### config.mk
export PLATFORM = sky130hd
export DESIGN_NAME = pms_seq
export DESIGN_NICKNAME = d
export VERILOG_FILES = /design/src/common/pms_pkg.sv /design/src/common/pms_sync_if.sv /design/src/rtl/pms_sync.sv /design/src/rtl/pms_seq.sv
export SDC_FILE = /design/constraint.sdc
export NUM_CORES = 1
export LEC_CHECK = 0
export BUFFER_PORTS_ARGS = -buffer_cell sky130_fd_sc_hd__buf_2
export CAP_MARGIN = 15
export CELL_PAD_IN_SITES_DETAIL_PLACEMENT = 1
export CELL_PAD_IN_SITES_GLOBAL_PLACEMENT = 2
export CORE_MARGIN = 2
export CORE_UTILIZATION = 31
export CTS_CLUSTER_SIZE = 28
export DETAILED_ROUTE_END_ITERATION = 7
export MAX_ROUTING_LAYER = met4
export PLACE_DENSITY = 0.8
export SYNTH_ARGS = -nofsm -noshare
export SYNTH_HDL_FRONTEND = slang
export SYNTH_HIERARCHICAL = 1
export SYNTH_SLANG_ARGS = --single-unit
### constraint.sdc
create_clock -name mclk -period 2.3 [get_ports mclk]
set_input_delay 0 -clock mclk [delete_from_list [all_inputs] [get_ports mclk]]
set_output_delay 0 -clock mclk [all_outputs]
set_load 0.02 [all_outputs]
### src/common/pms_pkg.sv
package pms_pkg;

  // ****************************************
  // Timing
  // ****************************************
  localparam int unsigned CLK_MHZ        = 250;
  localparam int unsigned SER_WAIT_MS    = 5;
  localparam int unsigned SER_WAIT_CYC   = SER_WAIT_MS * 1000 * CLK_MHZ;
  localparam int unsigned WAIT_W         = 21;

  // ****************************************
  // Reset values
  // ****************************************
  localparam logic RST_PRI_EN    = 1'h1;
  localparam logic RST_PRI_PS    = 1'h1;
  localparam logic RST_SEC_PS    = 1'h1;
  localparam logic RST_KEEPALIVE = 1'h0;
  localparam logic RST_GPIO_DIR  = 1'h0;
  localparam logic RST_GPIO_PD   = 1'h1;
  localparam int unsigned GPIO_N = 3;

  // ****************************************
  // Power modes
  // ****************************************
  typedef enum logic [1:0] {
    PMS_OFF     = 2'b00,
    PMS_WAIT    = 2'b01,
    PMS_RUN     = 2'b10,
    PMS_PRI_OFF = 2'b11
  } pms_mode_t;

endpackage

### src/common/pms_sync_if.sv
`timescale 1ns/100ps
interface pms_sync_if;
  logic reg_ctl;
  logic clr_n;
  logic sel;
  modport src (output reg_ctl, output clr_n, output sel);
  modport dst (input reg_ctl, input clr_n, input sel);
endinterface

### src/rtl/pms_sync.sv
`timescale 1ns/100ps
module pms_sync (
  // Clock and reset
  input  wire logic mclk,
  input  wire logic rst,
  // Raw pins
  input  wire logic regulator_control_pin,
  input  wire logic async_clear_n,
  input  wire logic host_port_select,
  // Filtered levels
  pms_sync_if.src   o
);

  // ****************************************
  // Three-stage synchronisers
  // ****************************************
  logic [2:0] s1_q, s2_q, s3_q, lvl_q;
  logic [2:0] s1_d, s2_d, s3_d, lvl_d;
  logic [2:0] raw;

  assign raw = {host_port_select, async_clear_n, regulator_control_pin};

  // A change is accepted once the second and third stages agree.
  always_comb begin
    s1_d  = raw;
    s2_d  = s1_q;
    s3_d  = s2_q;
    lvl_d = lvl_q;
    for (int i = 0; i < 3; i++) begin
      if (s2_q[i] == s3_q[i]) begin
        lvl_d[i] = s3_q[i];
      end
    end
  end

  always_ff @(posedge mclk) begin
    if (rst) begin
      s1_q  <= 3'h2;
      s2_q  <= 3'h2;
      s3_q  <= 3'h2;
      lvl_q <= 3'h2;
    end else begin
      s1_q  <= s1_d;
      s2_q  <= s2_d;
      s3_q  <= s3_d;
      lvl_q <= lvl_d;
    end
  end

  assign o.reg_ctl = lvl_q[0];
  assign o.clr_n   = lvl_q[1];
  assign o.sel     = lvl_q[2];

endmodule

### src/rtl/pms_seq.sv
`timescale 1ns/100ps
module pms_seq #(
  // Serial hold-off length in clock cycles.
  parameter int unsigned WAIT_CYC = pms_pkg::SER_WAIT_CYC
) (
  // Clock and reset
  input  wire logic                          mclk,
  input  wire logic                          rst,
  // Control pins from the host
  input  wire logic                          regulator_control_pin,
  input  wire logic                          async_clear_n,
  input  wire logic                          host_port_select,
  // Decoded serial register writes
  input  wire logic                          wr_stb,
  input  wire logic                          wr_primary_regulator_enable,
  input  wire logic                          wr_primary_regulator_powersave,
  input  wire logic                          wr_secondary_regulator_powersave,
  input  wire logic                          wr_secondary_regulator_keep_alive,
  input  wire logic [pms_pkg::GPIO_N-1:0]    wr_gpio_dir,
  input  wire logic [pms_pkg::GPIO_N-1:0]    wr_gpio_pd,
  // Regulator controls
  output logic                               primary_regulator_on,
  output logic                               primary_regulator_ps,
  output logic                               secondary_regulator_on,
  output logic                               secondary_regulator_ps,
  // Control bit readback
  output logic                               primary_regulator_enable,
  output logic                               secondary_regulator_keep_alive,
  // Serial port gating and mode
  output logic                               serial_accept,
  output logic                               spi_mode,
  output pms_pkg::pms_mode_t                 mode,
  // General I/O configuration
  output logic [pms_pkg::GPIO_N-1:0]         gpio_dir,
  output logic [pms_pkg::GPIO_N-1:0]         gpio_pd
);

  // ****************************************
  // Pin synchronisers
  // ****************************************
  pms_sync_if sy ();

  // Control, clear and select pins qualified by agreeing stages.
  pms_sync u_sync (
    .mclk                  (mclk),
    .rst                   (rst),
    .regulator_control_pin (regulator_control_pin),
    .async_clear_n         (async_clear_n),
    .host_port_select      (host_port_select),
    .o                     (sy.src)
  );

  // ****************************************
  // State
  // ****************************************
  pms_pkg::pms_mode_t           mode_q, mode_d;
  logic [pms_pkg::WAIT_W-1:0]   wait_q, wait_d;
  logic                         pen_q, pen_d;
  logic                         pps_q, pps_d;
  logic                         sps_q, sps_d;
  logic                         keep_q, keep_d;
  logic [pms_pkg::GPIO_N-1:0]   dir_q, dir_d;
  logic [pms_pkg::GPIO_N-1:0]   pd_q, pd_d;
  logic                         acc_q, acc_d;
  logic                         spi_q, spi_d;
  logic                         p_on_q, p_on_d;
  logic                         s_on_q, s_on_d;
  logic                         p_ps_q, p_ps_d;
  logic                         s_ps_q, s_ps_d;
  logic                         ctl_prev_q;
  logic                         ctl_rise;
  logic                         wr_ok;

  assign ctl_rise = sy.reg_ctl && !ctl_prev_q;
  // No writes while control pin low.
  // No writes while clear pin low.
  assign wr_ok = wr_stb && acc_q && sy.reg_ctl && sy.clr_n;

  always_comb begin
    mode_d = mode_q;
    wait_d = wait_q;
    pen_d  = pen_q;
    pps_d  = pps_q;
    sps_d  = sps_q;
    keep_d = keep_q;
    dir_d  = dir_q;
    pd_d   = pd_q;
    case (mode_q)
      pms_pkg::PMS_OFF, pms_pkg::PMS_PRI_OFF: begin
        if (ctl_rise) begin
          mode_d = pms_pkg::PMS_WAIT;
          wait_d = '0;
          pen_d  = pms_pkg::RST_PRI_EN;
          pps_d  = pms_pkg::RST_PRI_PS;
          sps_d  = pms_pkg::RST_SEC_PS;
          keep_d = pms_pkg::RST_KEEPALIVE;
          dir_d  = {pms_pkg::GPIO_N{pms_pkg::RST_GPIO_DIR}};
          pd_d   = {pms_pkg::GPIO_N{pms_pkg::RST_GPIO_PD}};
        end
      end
      pms_pkg::PMS_WAIT: begin
        // Hold off serial for 5 ms.
        if (wait_q == pms_pkg::WAIT_W'(WAIT_CYC - 1)) begin
          mode_d = pms_pkg::PMS_RUN;
        end else begin
          wait_d = wait_q + 1'b1;
        end
      end
      default: begin
        if (wr_ok) begin
          pen_d  = wr_primary_regulator_enable;
          pps_d  = wr_primary_regulator_powersave;
          sps_d  = wr_secondary_regulator_powersave;
          keep_d = wr_secondary_regulator_keep_alive;
          dir_d  = wr_gpio_dir;
          pd_d   = wr_gpio_pd;
        end
      end
    endcase
    // OFF keeps its four control bits cleared even while the clear pin is low.
    if (!sy.clr_n && mode_q != pms_pkg::PMS_OFF) begin
      pen_d  = pms_pkg::RST_PRI_EN;
      pps_d  = pms_pkg::RST_PRI_PS;
      sps_d  = pms_pkg::RST_SEC_PS;
      keep_d = pms_pkg::RST_KEEPALIVE;
      dir_d  = {pms_pkg::GPIO_N{pms_pkg::RST_GPIO_DIR}};
      pd_d   = {pms_pkg::GPIO_N{pms_pkg::RST_GPIO_PD}};
    end
    if (!sy.reg_ctl && mode_q != pms_pkg::PMS_OFF && mode_q != pms_pkg::PMS_PRI_OFF) begin
      if (keep_q && sy.clr_n) begin
        mode_d = pms_pkg::PMS_PRI_OFF;
        pen_d  = 1'b0;
      end else begin
        mode_d = pms_pkg::PMS_OFF;
        pen_d  = 1'b0;
        pps_d  = 1'b0;
        sps_d  = 1'b0;
        keep_d = 1'b0;
      end
    end
    if (!sy.clr_n && mode_q == pms_pkg::PMS_PRI_OFF) begin
      mode_d = pms_pkg::PMS_OFF;
      pen_d  = 1'b0;
      pps_d  = 1'b0;
      sps_d  = 1'b0;
      keep_d = 1'b0;
    end
  end

  // ****************************************
  // Outputs
  // ****************************************
  always_comb begin
    acc_d  = (mode_d == pms_pkg::PMS_RUN) && sy.clr_n;
    spi_d  = sy.sel;
    p_on_d = (mode_d == pms_pkg::PMS_RUN || mode_d == pms_pkg::PMS_WAIT) && pen_d;
    p_ps_d = pps_d;
    s_on_d = (mode_d != pms_pkg::PMS_OFF);
    s_ps_d = sps_d;
  end

  always_ff @(posedge mclk) begin
    if (rst) begin
      mode_q     <= pms_pkg::PMS_OFF;
      wait_q     <= '0;
      pen_q      <= 1'b0;
      pps_q      <= 1'b0;
      sps_q      <= 1'b0;
      keep_q     <= 1'b0;
      dir_q      <= {pms_pkg::GPIO_N{pms_pkg::RST_GPIO_DIR}};
      pd_q       <= {pms_pkg::GPIO_N{pms_pkg::RST_GPIO_PD}};
      acc_q      <= 1'b0;
      spi_q      <= 1'b0;
      p_on_q     <= 1'b0;
      s_on_q     <= 1'b0;
      p_ps_q     <= 1'b0;
      s_ps_q     <= 1'b0;
      ctl_prev_q <= 1'b0;
    end else begin
      mode_q     <= mode_d;
      wait_q     <= wait_d;
      pen_q      <= pen_d;
      pps_q      <= pps_d;
      sps_q      <= sps_d;
      keep_q     <= keep_d;
      dir_q      <= dir_d;
      pd_q       <= pd_d;
      acc_q      <= acc_d;
      spi_q      <= spi_d;
      p_on_q     <= p_on_d;
      s_on_q     <= s_on_d;
      p_ps_q     <= p_ps_d;
      s_ps_q     <= s_ps_d;
      ctl_prev_q <= sy.reg_ctl;
    end
  end

  assign primary_regulator_on           = p_on_q;
  assign primary_regulator_ps           = p_ps_q;
  assign secondary_regulator_on         = s_on_q;
  assign secondary_regulator_ps         = s_ps_q;
  assign primary_regulator_enable       = pen_q;
  assign secondary_regulator_keep_alive = keep_q;
  assign serial_accept                  = acc_q;
  assign spi_mode                       = spi_q;
  assign mode                           = mode_q;
  assign gpio_dir                       = dir_q;
  assign gpio_pd                        = pd_q;

endmodule

==> run_results.csv <==
group,metric,value,unit
synth,synth_area,0.002313,sq mm
synth,ys_types,49,
clock_tree,cts.sinks,50,
floorplanning,initial_core_util,31.90,%
layout,multi_input_area,0.001270,sq mm
setup_path,arrival,2.49,ns
synth,synth.yosys.seq_area_share,43.27,%
floorplanning,rows,31,
clock_tree,root_buffer,"clkbuf_8",
power,power_density,828.0,mW/mm^2
power,p_leak,0.001153,uW
layout,area_delta_synth_final,28.23,%
grt,grt_max_degree,29,
layout,fin_nets,344,
placed_design,hpwl,4.283,mm
floorplanning,die_y,90.39,um
synth,synth_edf_count,0,
timing,period_share,99.90,%
timing,rsz0062_at_grt,"yes",
placed_design,place.gp.congestion,0.7670,
timing,slew_headroom,63.68,%
routing,wire_per_inst,13.72,um
clock_tree,cts_made_buffers,5,
setup_path,worstSetupStartpointType,"flip-flop",
run_status,outcome,"finished, violations left",
clock_tree,clk_latency,0.31,ns
routing,viasPerCell,4.841,
synth,ys_ff_latch,50,
timing,setup_viol,0,
timing,whs,-0.01099,ns
routing,routed-via-count,2038,
routing,routed_wl,5.776,mm
synth,synth_nets,277,
layout,fillers,898,
routing,firstDrtPassIters,4,
grt,grt_antenna_before_repair,0,
layout,seq_area,0.001006,sq mm
routing,ant_nets,0,
clock_tree,clk_pin_slew_worst_paths,0.10,ns
clock_tree,cts_tree,"yes",
layout,final_area,0.002967,sq mm
timing,period_needed,2.298,ns
timing,timing.fmax,435.2,MHz
power,peakVddDrop,511.5,uV
hold_path,hold_path_depth,3,
setup_path,rr_worst_depth,8,
routing,drc,0,
hold_path,worstHoldPathType,"in2reg",
synth,synth_cells,254,
synth,synth_area_per_cell,9.108,sq um
layout,final_util,40.90,%
grt,grt_pass1_wl,9.798,mm
timing,hold_violations,1,
setup_path,critPathKind,"reg2reg",
layout,layout_common_cells,"46 x dfxtp_1, 33 x buf_4, 31 x buf_2",
synth,synth_ff_type,"dfxtp_1",
run,cap_violations,0,
grt,overflow,0,
grt,first_global_vias,2106,
clock_tree,clk_path_buf_depth,2,
timing,skew,0.005877,ns
synth,yosysWarnings,6,
setup_path,critPathMaxFanout,3,
clock_tree,htreeDepth,2,
layout,drive_gt1_share,28.88,%
floorplanning,die_w,90.39,um
timing,slew_violations,0,
run_status,violations,"negative hold slack",
grt,grt_usage,15.06,%
floorplanning,design.die.area,0.008169,sq mm
layout,n_antenna_cell,0,
floorplanning,fp.coreArea,0.007253,sq mm
setup_path,cp.required,2.49,ns
synth,async_flop_share,0,%
placed_design,io_buffers,31,
floorplanning,io_pins,32,
setup_path,critPathCaptureType,"flip-flop",
routing,drtIter0Drc,59,
timing,worst_pin_slew,0.5380,ns
placed_design,place_area,0.002775,sq mm
layout,final_common_cell,"dfxtp_1",
==> routing by layer <==
layer  global-route usage [%]  share of wire (%)  wire [um]  vias to the layer above
met5                        -                  0          0                        -
met4                    4.872                1.8        105                        0
met3                    2.588                2.3        132                        9
met2                    25.81                 49       2846                       28
met1                    18.01                 47       2691                      970
li1                         -                  -          -                     1031
==> stage by stage <==
step	power, uW	hold slack (ns)	setup slack, ns	setup TNS, ns	instances
final	2456	-0.01099	0.002390	0	421
after global routing	2613	0.009859	-0.1409	-0.2681	421
after CTS	2422	0.003191	-0.01229	-0.01229	419
after detailed placement	1844	0.1819	-0.07727	-0.07727	406
after global placement	1822	0.1782	0.02791	0	406
after floorplan	1497	0.07161	0.04390	0	254
==> final cells by class <==
class	count	share of cell area, %
Inverter	5	0.6326
Timing Repair Buffer	69	15.27
Clock inverter	3	0.8857
Sequential cell	50	33.91
Clock buffer	5	2.320
Tap cell	99	4.175
Multi-Input combinational cell	190	42.81
==> worst max-delay path, stage by stage, from the launching register on <==
cell,delay [ns]
dfxtp_2,0.34
or4bb_1,0.52
nor4_2,0.17
buf_4,0.16
nand4_1,0.12
o211a_1,0.25
or2_1,0.20
ha_1,0.28
nor4b_4,0.13
==> Yosys cell counts, drive strengths merged (5+ instances only) <==
| master | instances | share of area [%] |
|---|---|---|
| o21ai | 16 | 3.5 |
| xor2 | 12 | 4.5 |
| clkbuf | 5 | 0.81 |
| nor3 | 10 | 2.2 |
| nand4 | 7 | 1.9 |
| inv | 5 | 0.81 |
| a21oi | 14 | 3.0 |
| dfxtp | 50 | 43 |
| nand3 | 12 | 2.6 |
| nor2b | 8 | 2.2 |
| nand2 | 19 | 3.1 |
| nor2 | 30 | 5.0 |
| ha | 7 | 3.8 |
==> where the power goes <==
part | internal (uW) | switching (uW) | total (uW)
registers | 910 | 16.3 | 927
logic | 439 | 534 | 973
clock network | 225 | 332 | 557
==> worst paths after layout <==
path,slack (ns),start,endpoint
hold reg to reg,0.42,u_sync/s1_q[1]$_SDFF_PP1_,u_sync/s2_q[1]$_SDFF_PP1_
setup / recovery,0.002,wait_q[13]$_SDFFE_PP0P_,primary_regulator_on$_SDFF_PP0_
hold / removal,-0.01,wr_gpio_pd[2],gpio_pd[2]$_SDFFE_PP1P_
setup reg to reg,0.002,wait_q[13]$_SDFFE_PP0P_,primary_regulator_on$_SDFF_PP0_
==> flip-flops by register name, summed over array words and instances, names as in the netlist <==
signal / cells
primary_regulator_enable: 1
u_sync/s2_q: 3
u_sync/lvl_q: 3
secondary_regulator_on: 1
secondary_regulator_ps: 1
gpio_pd: 3
primary_regulator_on: 1
secondary_regulator_keep_alive: 1
serial_accept: 1
u_sync/s3_q: 3
gpio_dir: 3
spi_mode: 1
ctl_prev_q: 1
wait_q: 21
mode: 2
u_sync/s1_q: 3
primary_regulator_ps: 1
==> logic make-up (layout without fill, tap and decap cells) <==
kind of cell	after synthesis	in the layout	share of synthesized area [%]
adder cells (fa/ha/maj)	7	7	3.786
AND/OR/NAND/NOR	114	114	27.10
buffers and inverters	14	82	3.083
flip-flops	50	50	43.27
multiplexers	8	8	3.678
AO/OA/AOI/OAI	46	46	13.41
XOR/XNOR	15	15	5.679
==> timing repair <==
action | 4_1_cts | 5_1_grt
pin swaps | 1 | 0
endpoints found under the hold margin | 5 | 0
resized for setup | 3 | 5
hold buffers | 5 | 0
endpoints found under the setup margin | 1 | 3
buffers inserted | 0 | 2
No activity file was read; power rests on OpenSTA's default activity.
